===== src/backlight_cfg_pkg.sv =====
// package with offsets, field positions and reset values of the backlight configuration bank
package backlight_cfg_pkg;
	localparam logic [7:0] PWM_GEN_ADDR       = 8'h12;
	localparam logic [7:0] BOOST_ADDR         = 8'h13;
	localparam logic [7:0] STRING_ENABLE_ADDR = 8'h14;
	localparam int         SOURCE_SEL_BIT     = 7;
	localparam int         RESERVED_BIT       = 6;
	localparam int         THRESH_LSB         = 3;
	localparam int         IND_SIZE_BIT       = 1;
	localparam int         SW_FREQ_BIT        = 0;
	localparam int         OV_LSB             = 6;
	localparam logic [2:0] FREQ_4K9           = 3'h0;
	localparam logic [2:0] FREQ_9K8           = 3'h1;
	localparam logic [2:0] FREQ_19K5          = 3'h3;
	localparam logic [2:0] FREQ_39K1          = 3'h7;
	localparam logic [2:0] THRESH_ALL_CURRENT = 3'h0;
	localparam logic [2:0] THRESH_PWM_25      = 3'h5;
	localparam logic [2:0] THRESH_ALL_PWM     = 3'h7;
	localparam logic [7:0] RESERVED_MASK      = 8'h40;
	localparam logic [7:0] RESET_ALL          = 8'h00;
endpackage


===== src/backlight_pwm_string_config.sv =====
// register bank for pwm generator, boost switcher and led string enables
`timescale 1ns/1ps
module backlight_pwm_string_config (
	// clock and reset
	input  wire logic        core_clk_i,
	input  wire logic        reset_i,
	// register port from the serial interface
	input  wire logic        reg_wr_i,
	input  wire logic [7:0]  reg_addr_i,
	input  wire logic [7:0]  reg_wdata_i,
	output logic      [7:0]  reg_rdata_o,
	// nonvolatile defaults, valid when load strobe high
	input  wire logic        nv_load_i,
	input  wire logic [7:0]  nv_pwm_gen_i,
	input  wire logic [7:0]  nv_boost_i,
	input  wire logic [7:0]  nv_string_enable_i,
	// resistor pin measurement
	input  wire logic [2:0]  pin_freq_code_i,
	input  wire logic        pin_fault_i,
	// system state
	input  wire logic        auto_config_i,
	input  wire logic        backlight_on_i,
	input  wire logic [5:0]  string_open_i,
	input  wire logic [5:0]  string_short_i,
	// outputs to generator and analog
	output logic      [2:0]  pwm_out_freq_code_o,
	output logic      [2:0]  dim_threshold_o,
	output logic      [1:0]  pwm_bits_sel_o,
	output logic             inductor_large_o,
	output logic             switcher_freq_select_o,
	output logic      [1:0]  string_overvoltage_level_o,
	output logic      [5:0]  string_active_o,
	output logic             rephase_o
);
	logic [7:0] pwm_gen_reg;
	logic [7:0] boost_reg;
	logic [7:0] string_enable_reg;
	logic       source_pin_reg;
	logic       switcher_freq_reg;
	logic [5:0] removed_reg;
	logic [5:0] removed_next;
	logic [2:0] active_freq;
	logic [2:0] thresh;
	logic [5:0] enables;
	logic [5:0] fault;
	logic       wr_take;
	logic       wr_pwm_gen_register;
	logic       wr_boost;
	logic       wr_enable;
	logic       addr_mapped;

	// one compare shared by the write strobes and read mux; the register update below compares reg_addr_i directly
	function automatic logic addr_is(input logic [7:0] addr, input logic [7:0] target);
		return addr == target;
	endfunction

	// nonvolatile load wins over a host write in the same cycle
	assign wr_take     = reg_wr_i && !nv_load_i;
	assign wr_pwm_gen_register     = wr_take && addr_is(reg_addr_i, backlight_cfg_pkg::PWM_GEN_ADDR);
	assign wr_boost    = wr_take && addr_is(reg_addr_i, backlight_cfg_pkg::BOOST_ADDR);
	assign wr_enable   = wr_take && addr_is(reg_addr_i, backlight_cfg_pkg::STRING_ENABLE_ADDR);
	assign addr_mapped = addr_is(reg_addr_i, backlight_cfg_pkg::PWM_GEN_ADDR) ||
		addr_is(reg_addr_i, backlight_cfg_pkg::BOOST_ADDR) ||
		addr_is(reg_addr_i, backlight_cfg_pkg::STRING_ENABLE_ADDR);

	assign thresh  = pwm_gen_reg[backlight_cfg_pkg::THRESH_LSB +: 3];
	assign enables = string_enable_reg[5:0];
	// comparison happens in analog; detections arrive per string
	assign fault   = string_open_i | string_short_i;

	// pin measured every cycle regardless of select; chosen only if pin source latched
	assign active_freq = !source_pin_reg ? pwm_gen_reg[2:0] :
		(pin_fault_i ? backlight_cfg_pkg::FREQ_19K5 : pin_freq_code_i);

	always_ff @(posedge core_clk_i) begin
		if (reset_i) begin
			pwm_gen_reg       <= backlight_cfg_pkg::RESET_ALL;
			boost_reg         <= backlight_cfg_pkg::RESET_ALL;
			string_enable_reg <= backlight_cfg_pkg::RESET_ALL;
			source_pin_reg    <= 1'b0;
			switcher_freq_reg <= 1'b0;
		end else if (nv_load_i) begin
			pwm_gen_reg       <= nv_pwm_gen_i & ~backlight_cfg_pkg::RESERVED_MASK;
			boost_reg         <= nv_boost_i;
			string_enable_reg <= nv_string_enable_i;
			source_pin_reg    <= nv_pwm_gen_i[backlight_cfg_pkg::SOURCE_SEL_BIT];
			switcher_freq_reg <= nv_boost_i[backlight_cfg_pkg::SW_FREQ_BIT];
		end else if (reg_wr_i) begin
			if (reg_addr_i == backlight_cfg_pkg::PWM_GEN_ADDR) begin
				pwm_gen_reg <= reg_wdata_i & ~backlight_cfg_pkg::RESERVED_MASK;
				// a write may only drop back to the register source, never select the pin
				if (!reg_wdata_i[backlight_cfg_pkg::SOURCE_SEL_BIT]) begin
					source_pin_reg <= 1'b0;
				end
			end
			if (reg_addr_i == backlight_cfg_pkg::BOOST_ADDR) begin
				boost_reg <= reg_wdata_i;
			end
			if (reg_addr_i == backlight_cfg_pkg::STRING_ENABLE_ADDR) begin
				string_enable_reg <= reg_wdata_i;
			end
		end
	end

	// removal is held while faulty; a string returns once neither open nor shorted
	assign removed_next = auto_config_i ?
		((removed_reg | (fault & enables)) & string_open_i) | (fault & enables) : 6'h00;

	always_ff @(posedge core_clk_i) begin
		if (reset_i) begin
			removed_reg <= 6'h00;
			rephase_o   <= 1'b0;
		end else begin
			removed_reg <= removed_next;
			rephase_o   <= removed_next != removed_reg;
		end
	end

	// enable bit gates every string, auto only removes
	assign string_active_o = backlight_on_i ? (enables & ~removed_reg) : 6'h00;

	assign pwm_out_freq_code_o        = active_freq;
	assign dim_threshold_o            = thresh;
	// bit width select: 2 at the all-pwm threshold, 1 at the 25 percent threshold, 0 at every other setting
	assign pwm_bits_sel_o = (thresh == backlight_cfg_pkg::THRESH_ALL_PWM) ? 2'h2 :
		(thresh == backlight_cfg_pkg::THRESH_PWM_25) ? 2'h1 : 2'h0;
	assign inductor_large_o           = boost_reg[backlight_cfg_pkg::IND_SIZE_BIT];
	assign switcher_freq_select_o     = switcher_freq_reg;
	assign string_overvoltage_level_o = string_enable_reg[backlight_cfg_pkg::OV_LSB +: 2];

	always_comb begin
		reg_rdata_o = 8'h00;
		if (addr_is(reg_addr_i, backlight_cfg_pkg::PWM_GEN_ADDR)) begin
			reg_rdata_o = {pwm_gen_reg[7], 1'b0, pwm_gen_reg[5:3], active_freq};
		end else if (addr_is(reg_addr_i, backlight_cfg_pkg::BOOST_ADDR)) begin
			reg_rdata_o = boost_reg;
		end else if (addr_is(reg_addr_i, backlight_cfg_pkg::STRING_ENABLE_ADDR)) begin
			reg_rdata_o = string_enable_reg;
		end
	end
endmodule


===== config.mk =====
export PLATFORM = sky130hd
export DESIGN_NAME = backlight_pwm_string_config
export DESIGN_NICKNAME = d
export VERILOG_FILES = /design/src/backlight_cfg_pkg.sv /design/src/backlight_pwm_string_config.sv
export SDC_FILE = /design/constraint.sdc
export NUM_CORES = 1
export LEC_CHECK = 0
export BUFFER_PORTS_ARGS = -buffer_cell sky130_fd_sc_hd__buf_2
export CAP_MARGIN = 40
export CORE_AREA = 8 8 94 96
export CTS_BUF_LIST = sky130_fd_sc_hd__clkbuf_16
export CTS_CLUSTER_SIZE = 14
export DETAILED_ROUTE_END_ITERATION = 6
export DIE_AREA = 0 0 102 104
export GPL_TIMING_DRIVEN = 0
export SYNTH_ARGS = -nofsm -noshare
export SYNTH_HDL_FRONTEND = slang
export SYNTH_SLANG_ARGS = --single-unit

===== constraint.sdc =====
create_clock -name core_clk_i -period 1.4 [get_ports core_clk_i]
set_input_delay 0.28 -clock core_clk_i [delete_from_list [all_inputs] [get_ports core_clk_i]]
set_output_delay 0.28 -clock core_clk_i [all_outputs]
set_load 0.05 [all_outputs]

==> Word level (Yosys, flattened, before mapping) <==
Cells that the tools add are included.
{ "classes": {"bitwise_logic": 7, "eq_ne": 7, "muxes": 22, "n_reduce_logical": 8} }
{ "ops": {"columns": ["op", "count"], "rows": [
  ["8-bit 2-to-1 mux", 12],
  ["8-bit by 5-bit equality test with 1-bit output (second input constant)", 3],
  ["6-bit AND", 3],
  ["6-bit OR", 3],
  ["6-bit 2-to-1 mux", 2],
  ["2-bit nonzero test", 4],
  ["3-bit equality test (second input constant)", 2],
  ["3-bit 2-to-1 mux", 2],
  ["6-bit != test", 1],
  ["6-bit inverter", 1],
  ["2-bit AND reduction", 3],
  ["1-bit 2-to-1 mux", 5],
  ["3-bit AND reduction", 1],
  ["2-bit 2-to-1 mux", 1],
  ["2-bit by 1-bit != test with 1-bit output (second input constant)", 1]
]} }
{ "totals": {"out_inout_bits": 27, "ff_bits": 32, "inputBits": 62} }

==> Depth between registers and ports, before layout <==
Gate-level depths: netlist of the first run.
{ "depth": {"depth_word": 7, "depth_mapped": 6, "ltp_nobuf": 5} }

==> Worst setup path after synthesis of the first run <==
No wires, ideal clock.
{ "synth_path": {"path_kind": "register to output", "from": "register source_pin_reg", "to": "output reg_rdata_o[2]", "required_ps": 1120, "stages_incl_launch_ff": 5, "path_slack_ps": -686, "n_path_buf": 0, "t_arrival_ps": 1806, "path_cell_list": "dfxtp_1 nand2_1 o22ai_1 a222oi_1 inv_1"} }
{ "synth_between": {"elab_chain_cells": 2} }
{ "synth_rtl": {"columns": ["item", "line", "source"], "rows": [
  ["start, declared", "backlight_pwm_string_config.sv:38", "logic source_pin_reg;"],
  ["start signal, assigned", "backlight_pwm_string_config.sv:86", "source_pin_reg <= nv_pwm_gen_i[backlight_cfg_pkg::SOURCE_SEL_BIT];"],
  ["3-bit 2-to-1 mux", "backlight_pwm_string_config.sv:72", "assign active_freq = !source_pin_reg ? pwm_gen_reg[2:0] :"],
  ["named net pwm_out_freq_code_o[2]", "backlight_pwm_string_config.sv:26", "output logic [2:0] pwm_out_freq_code_o,"],
  ["8-bit 2-to-1 mux", "backlight_pwm_string_config.sv:133", "if (addr_is(reg_addr_i, backlight_cfg_pkg::PWM_GEN_ADDR)) begin"],
  ["end, declared", "backlight_pwm_string_config.sv:11", "output logic [7:0] reg_rdata_o,"]
]} }
The timed path passes the listed nets, and every way through them passes these cells.

==> Worst setup path after layout of the first run <==
{ "layout_path": {"from": "input reg_addr_i[7]", "to": "output reg_rdata_o[1]"} }
{ "layout_between": {"elab_chain_cells": 4} }
{ "layout_rtl": {"columns": ["item", "line", "source"], "rows": [
  ["start, declared", "backlight_pwm_string_config.sv:9", "input wire logic [7:0] reg_addr_i,"],
  ["8-bit by 5-bit equality test with 1-bit output", "backlight_pwm_string_config.sv:54", "return addr == target;"],
  ["8-bit 2-to-1 mux", "backlight_pwm_string_config.sv:137", "end else if (addr_is(reg_addr_i, backlight_cfg_pkg::STRING_ENABLE_ADDR)) begin"],
  ["8-bit 2-to-1 mux", "backlight_pwm_string_config.sv:135", "end else if (addr_is(reg_addr_i, backlight_cfg_pkg::BOOST_ADDR)) begin"],
  ["8-bit 2-to-1 mux *", "backlight_pwm_string_config.sv:133", null]
]} }
Every way passes the cells marked *; elsewhere a longest branch is shown, timed or not.

==> results.yml, run 1 <==
run_status:
  status: "finished with violations"
  violations: "setup timing"
power:
  power_mw: 2.58
  power.share.clock: 0.391
  switching_power_mw: 0.740
  switching_share: 0.287
  p_comb_frac: 0.216
  power_density_mw_per_mm2: 853
  p_int_mw: 1.84
  p_leak_nw: 1.42
  ir_drop_v: 0.000458
  seq_power_share: 0.393
synth:
  synth_seq_area_share: 0.335
  synth_common_cells: "dfxtp_1 (32), nand2_1 (24), nor2_1 (18), inv_1 (17), mux2i_1 (16)"
  yosysUniqueCellTypes: 36
  syn-num-nets: 285
  synth_top_cell_by_area: "dfxtp_1"
  async_reset_ff_frac: 0
  ys_warn_count: 0
  yosysMostFrequentCell: "dfxtp_1"
  synthSimpleGateAreaFrac: 0.191
  synth_compound_area_frac: 0.210
  synthAdderAreaFrac: 0
  synth.area.top_cells: "dfxtp_1 (34%), mux2_2 (8.8%), mux2i_1 (8.4%)"
  synthXorXnorAreaFrac: 0
  synth_top_family_by_area: "compound AO/OA/AOI/OAI gates"
  synth_top_area_frac: 0.335
  synth_ff_type: "dfxtp_1"
  ys_ff_latch: 32
  avgSynthCellArea_sq_um: 8.57
  postSynthCellCount: 223
  synth.area.mux_share: 0.172
  netlist_area_sq_mm: 0.00191
  synth_edf_count: 0
clock_network:
  hold_buffers: 0
  cts_sinks: 32
  cts_buffers: 5
  clk_pin_slew_ns: 0.05
  clockBufferDepth: 2
  cts_tree: "yes"
  htree_levels: 2
  cts-root-buf: "clkbuf_16"
  clkLatencyLatePin_ns: 0.27
sta:
  setup_viol: 31
  slew_violations: 0
  layout_min_cycle_time_ns: 1.83
  period_share: 1.31
  tightest_slew_ns: 0.684
  fin_skew_ns: 0.00584
  rsz0062_at_grt: "true"
  relSlewSlack: 0.544
  fin_ws_ns: -0.434
  hold_slack_ns: 0.242
  hold_viol: 0
  max_freq_ghz: 0.545
placed_design:
  gp_congestion: 0.800
  place_ws_ns: -0.656
  io_buffers: 85
  place.detailed.hpwl_um: 5230
worst_setup_path:
  worstPathMaxFanout: 4
  crit_type: "input pin to output port"
  rr_startpoint: "string_enable_reg[2]"
  cp_data_arrival_time_ns: 1.55
  reg2regPathDepth: 5
  startpoint_type: "input pin"
  cp-endpoint: "reg_rdata_o[1]"
  required_ns: 1.12
  end_kind: "output port"
  rr_endpoint: "rephase_o"
  cp-startpoint: "reg_addr_i[7]"
  r2r_slack_ns: 0.24
die:
  ioPinCount: 89
  std_cell_rows: 32
  design.die.area_sq_mm: 0.0106
  start_util: 0.257
  chipWidth_um: 102
  dieHeight_um: 104
  core_sq_mm: 0.00745
layout:
  area_growth_pct: 58.3
  fin_util: 0.406
  drive_above_1_share: 0.520
  fill_cells: 767
  diodes: 0
  nets: 382
detailed_routing:
  met2_length_um: 3510
  first_pass_iters: 5
  routed_wl_um: 6980
  drcViolationCount: 0
  highest_layer: "met4"
  drtIter0Drc: 153
  ant_nets: 0
  vias: 2045
  post_drt_wl_per_cell_um: 16.5
  wl_met3_um: 564
  via_per_inst: 4.83
  wl_met1_um: 2890
global_routing:
  antenna_found_initial: 0
  grt_max_degree: 11
  grt_overflow: 0
  first_global_vias: 2225
  grt_pass1_wl_um: 11100
  grtUsageTotal: 0.130
job:
  drv_cap: 0
min_path:
  hp-class: "input pin to flip-flop"
-- worst max-delay path: stages --
cell	delay, ns
buf_6	0.10
nor4b_4	0.31
and4b_2	0.34
buf_4	0.14
buf_12	0.12
nand2_4	0.05
nand2_4	0.07
buf_8	0.14
-- metrics by stage --
step           setup TNS [ns]  std cells  cell area [sq um]
6_report                -4.40        423               3030
5_1_grt                 -6.94        423               3030
2_1_floorplan           -3.53        223               1940
4_1_cts                 -5.10        422               2910
3_5_place_dp           -15.70        410               2500
3_3_place_gp           -13.85        410               2500
-- power by group through the flow --
| stage | sequential (mW) | clock, mW | combinational (mW) |
|---|---|---|---|
| after floorplan | 1.04 | 0 | 0.289 |
| after global placement | 1.03 | 0 | 0.486 |
| after detailed placement | 1.03 | 0 | 0.494 |
| after CTS | 1.01 | 1.04 | 0.531 |
| after global routing | 1.02 | 1.07 | 0.601 |
| final | 1.01 | 1.01 | 0.558 |
-- worst min path at each step --
stage                                startpoint                    to  slack, ns  cells past startpoint
after floorplan                string_open_i[5]        removed_reg[5]       0.42                      2
after global placement           removed_reg[4]        removed_reg[4]       0.45                      2
after detailed placement         removed_reg[4]        removed_reg[4]       0.46                      2
after CTS                 nv_string_enable_i[4]  string_enable_reg[4]       0.24                      3
after global routing            nv_pwm_gen_i[0]        pwm_gen_reg[0]       0.25                      3
final                           nv_pwm_gen_i[0]        pwm_gen_reg[0]       0.24                      3
-- cells by family after synthesis --
group | count (synthesis)
flip-flops | 32
AO/OA/AOI/OAI | 57
buffers and inverters | 34
multiplexers | 31
AND/OR/NAND/NOR | 69
-- cell usage in the layout (no fill, tap or decap), drive strengths merged --
master / instances
o22ai: 1
nand3b: 2
o21ai: 15
a31oi: 8
a22oi: 2
nand2b: 2
dfxtp: 32
mux2: 15
a21oi: 10
nor4b: 1
o22a: 2
a41oi: 1
mux2i: 16
nor2b: 7
o2111ai: 2
a211o: 1
nand4: 4
nor2: 18
nor3: 1
and3: 5
a222oi: 5
and4b: 1
nand2: 24
inv: 19
clkbuf: 11
o211a: 1
a221oi: 8
and2: 4
buf: 101
clkinv: 1
a22o: 1
-- routing by layer --
layer | vias up | GRT usage
met1 | 964 | 0.150
met4 | 0 | 0.0294
met3 | 4 | 0.0469
li1 | 1000 | -
met5 | - | 0
met2 | 77 | 0.222
-- final cells by class --
cell class	count	area, sq um	area share
repair buffers	93	661	0.218
well taps	102	128	0.0422
multi-input cells	157	1280	0.423
inverters	17	63.8	0.0211
clock inverters	3	11.3	0.00372
plain buffers	14	93.8	0.0310
flip-flops and latches	32	662	0.219
clock buffers	5	125	0.0414
-- what timing repair did --
action | CTS | global route
gates resized for setup | 56 | 39
pin swaps | 12 | 12
endpoints found under the setup margin | 41 | 41
buffers inserted | 5 | 3
cloned | 1 | 0
Power figures use the tool's default switching activity.
==> inputs of run 2 (changes only) <==
--- a/config.mk
+++ b/config.mk
@@ -5,6 +5,7 @@
 export SDC_FILE = /design/constraint.sdc
 export NUM_CORES = 1
 export LEC_CHECK = 0
+export ABC_AREA = 1
 export BUFFER_PORTS_ARGS = -buffer_cell sky130_fd_sc_hd__buf_2
 export CAP_MARGIN = 40
 export CORE_AREA = 8 8 94 96
==> constraint.sdc (replaced) <==
create_clock -name core_clk_i -period 1.4 [get_ports core_clk_i]
set_input_delay 0.07 -clock core_clk_i [delete_from_list [all_inputs] [get_ports core_clk_i]]
set_output_delay 0.07 -clock core_clk_i [all_outputs]
set_load 0.05 [all_outputs]
==> results.yml, run 2 <==
worst_setup_path:
  crit_type: "flip-flop to output port"
  cp_data_arrival_time_ns: 1.25
  cpPeakStageDelay_ns: 0.37
  crit_slowest_cell: "dfxtp_2"
  r2r_slack_ns: 0.29
  end_kind: "output port"
  critical_path_buf_inv_count: 1
  startpoint_type: "flip-flop"
  rr_startpoint: "string_enable_reg[2]"
  reg2regPathDepth: 9
  cp_cell_sequence: "o21ai_0, nand2_2, nand2_1, o211ai_1, buf_4"
  critical_path.top_delay_family: "flip-flops"
  required_ns: 1.33
  cp-startpoint: "source_pin_reg"
  rr_endpoint: "rephase_o"
  worstPathMaxFanout: 5
global_routing:
  first_global_vias: 2359
  grtUsageTotal: 0.130
  grt_overflow: 0
  antenna_found_initial: 0
  grt_pass1_wl_um: 11100
  grt_max_degree: 11
synth:
  syn-num-nets: 383
  ys_ff_latch: 32
  synth_seq_area_share: 0.332
  synth_common_cells: "nand2_1 (132), nand3_1 (42), dfxtp_1 (32), inv_1 (26), a21oi_1 (24)"
  netlist_area_sq_mm: 0.00193
  synth_top_area_frac: 0.332
  yosysMostFrequentCell: "nand2_1"
  yosysUniqueCellTypes: 21
  async_reset_ff_frac: 0
  synth.area.top_cells: "dfxtp_1 (33%), nand2_1 (26%), nand3_1 (11%)"
  synth_edf_count: 0
  ys_warn_count: 0
  synth_ff_type: "dfxtp_1"
  synth_top_cell_by_area: "dfxtp_1"
  avgSynthCellArea_sq_um: 6.02
  postSynthCellCount: 321
layout:
  final_cell_mix: "nand2_1 (129), buf_2 (79), nand3_1 (42)"
  nets: 478
  drive_above_1_share: 0.302
  area_growth_pct: 41.8
  final_common_cell: "nand2_1"
  diodes: 0
power:
  p_leak_nw: 1.40
  power.share.clock: 0.441
  p_comb_frac: 0.194
  switching_share: 0.281
  ir_drop_v: 0.000471
  power_density_mw_per_mm2: 1000
  switching_power_mw: 0.770
  seq_power_share: 0.365
  power_mw: 2.74
  p_int_mw: 1.97
sta:
  rsz0062_at_grt: "true"
  fin_skew_ns: 0.00486
  layout_min_cycle_time_ns: 1.32
  relSlewSlack: 0.687
  hold_viol: 0
  tightest_slew_ns: 0.469
  period_share: 0.944
  setup_tns_ns: 0
  max_freq_ghz: 0.757
  slew_violations: 0
  setup_viol: 0
min_path:
  hp-class: "input pin to flip-flop"
  min_to: "source_pin_reg"
  min_from: "nv_pwm_gen_i[7]"
  holdPathStages: 3
clock_network:
  htree_levels: 2
  cts-root-buf: "clkbuf_16"
  cts_sinks: 32
  cts_tree: "yes"
  clkLatencyLatePin_ns: 0.28
  clk_pin_slew_ns: 0.05
  cts_buffers: 5
  clockBufferDepth: 2
placed_design:
  io_buffers: 85
  gp_congestion: 0.823
  place.detailed.hpwl_um: 5650
die:
  ioPinCount: 89
  start_util: 0.259
  dieHeight_um: 104
  chipWidth_um: 102
  design.die.area_sq_mm: 0.0106
  core_sq_mm: 0.00745
  std_cell_rows: 32
detailed_routing:
  drcViolationCount: 0
  ant_nets: 0
  highest_layer: "met4"
  post_drt_wl_per_cell_um: 13.2
  met2_length_um: 3050
  first_pass_iters: 4
  via_per_inst: 4.53
  wl_met1_um: 3180
  drtIter0Drc: 118
  vias: 2349
  routed_wl_um: 6860
  wl_met3_um: 517
run_status:
  status: "finished, final reports clean"
job:
  drv_cap: 0
==> run 2: cell types whose count changed after synthesis, moves of 9 or more <==
| cell | change |
|---|---|
| a21oi_1 | +14 |
| nand2_1 | +108 |
| mux2i_1 | -16 |
| inv_1 | +9 |
| mux2_2 | -15 |
| nand3_1 | +42 |
==> run 2: cells by family after synthesis <==
kind of cell           Yosys count  share of synthesized area
and+or+nand+nor                206                      0.459
AOI/OAI and AO/OA               40                      0.114
DFF                             32                      0.332
buffers and inverters           43                     0.0952
==> run 2: layer usage <==
layer  vias to the layer above  track usage
met5                         -            0
met4                         0       0.0493
met3                         7       0.0301
met2                        82        0.199
met1                      1043        0.170
li1                       1217            -
==> run 2: worst max path at each step <==
| stage | to | slack (ns) | cells past startpoint |
|---|---|---|---|
| after CTS | reg_rdata_o[0] | 0.008 | 8 |
| final | reg_rdata_o[1] | 0.08 | 5 |
| after global routing | reg_rdata_o[0] | -0.02 | 5 |
| after floorplan | reg_rdata_o[2] | -0.06 | 4 |
| after detailed placement | reg_rdata_o[2] | -0.12 | 10 |
| after global placement | reg_rdata_o[2] | -0.08 | 10 |
==> run 2: per-stage QoR <==
step	instances	area (sq um)	setup WS, ns	utilization	hold WS [ns]
2_1_floorplan	321	1970	-0.0567	-	0.220
3_3_place_gp	508	2520	-0.0797	0.339	0.338
3_5_place_dp	508	2520	-0.117	0.339	0.351
4_1_cts	519	2730	0.00844	0.366	0.0628
5_1_grt	519	2740	-0.0199	0.368	0.0773
6_report	519	2740	0.0782	0.368	0.0740
==> run 2: final cells by class <==
cell class / count / area [sq um]
Buffer: 16 / 85.1
Clock buffer: 5 / 125
Clock inverter: 3 / 37.5
Fill cell: 858 / 4710
Inverter: 27 / 104
Multi-Input combinational cell: 246 / 1150
Sequential cell: 32 / 643
Tap cell: 102 / 128
Timing Repair Buffer: 88 / 468
==> run 2: worst reg2reg max path, delay by kind of cell (launching register included) <==
| family | cells | cell delay (ns) |
|---|---|---|
| DFF | 1 | 0.43 |
| and+or+nand+nor | 8 | 0.56 |
| buffers and inverters | 1 | 0.04 |
==> run 2: power by group through the flow <==
stage	clock network, mW	logic (mW)	registers (mW)
finish	1.21	0.532	1.00
global route	1.25	0.590	1.01
CTS	1.23	0.532	1.00
detailed placement	0	0.526	1.02
global placement	0	0.520	1.02
floorplan	0	0.325	1.03
==> run 2: repair_timing <==
item                                    in CTS  in global routing
gates resized for setup                      9                  8
pin swaps                                    1                  2
setup buffers                                3                  0
endpoints found under the setup margin       7                  8
hold buffers                                 0                  0
cloned                                       0                  0
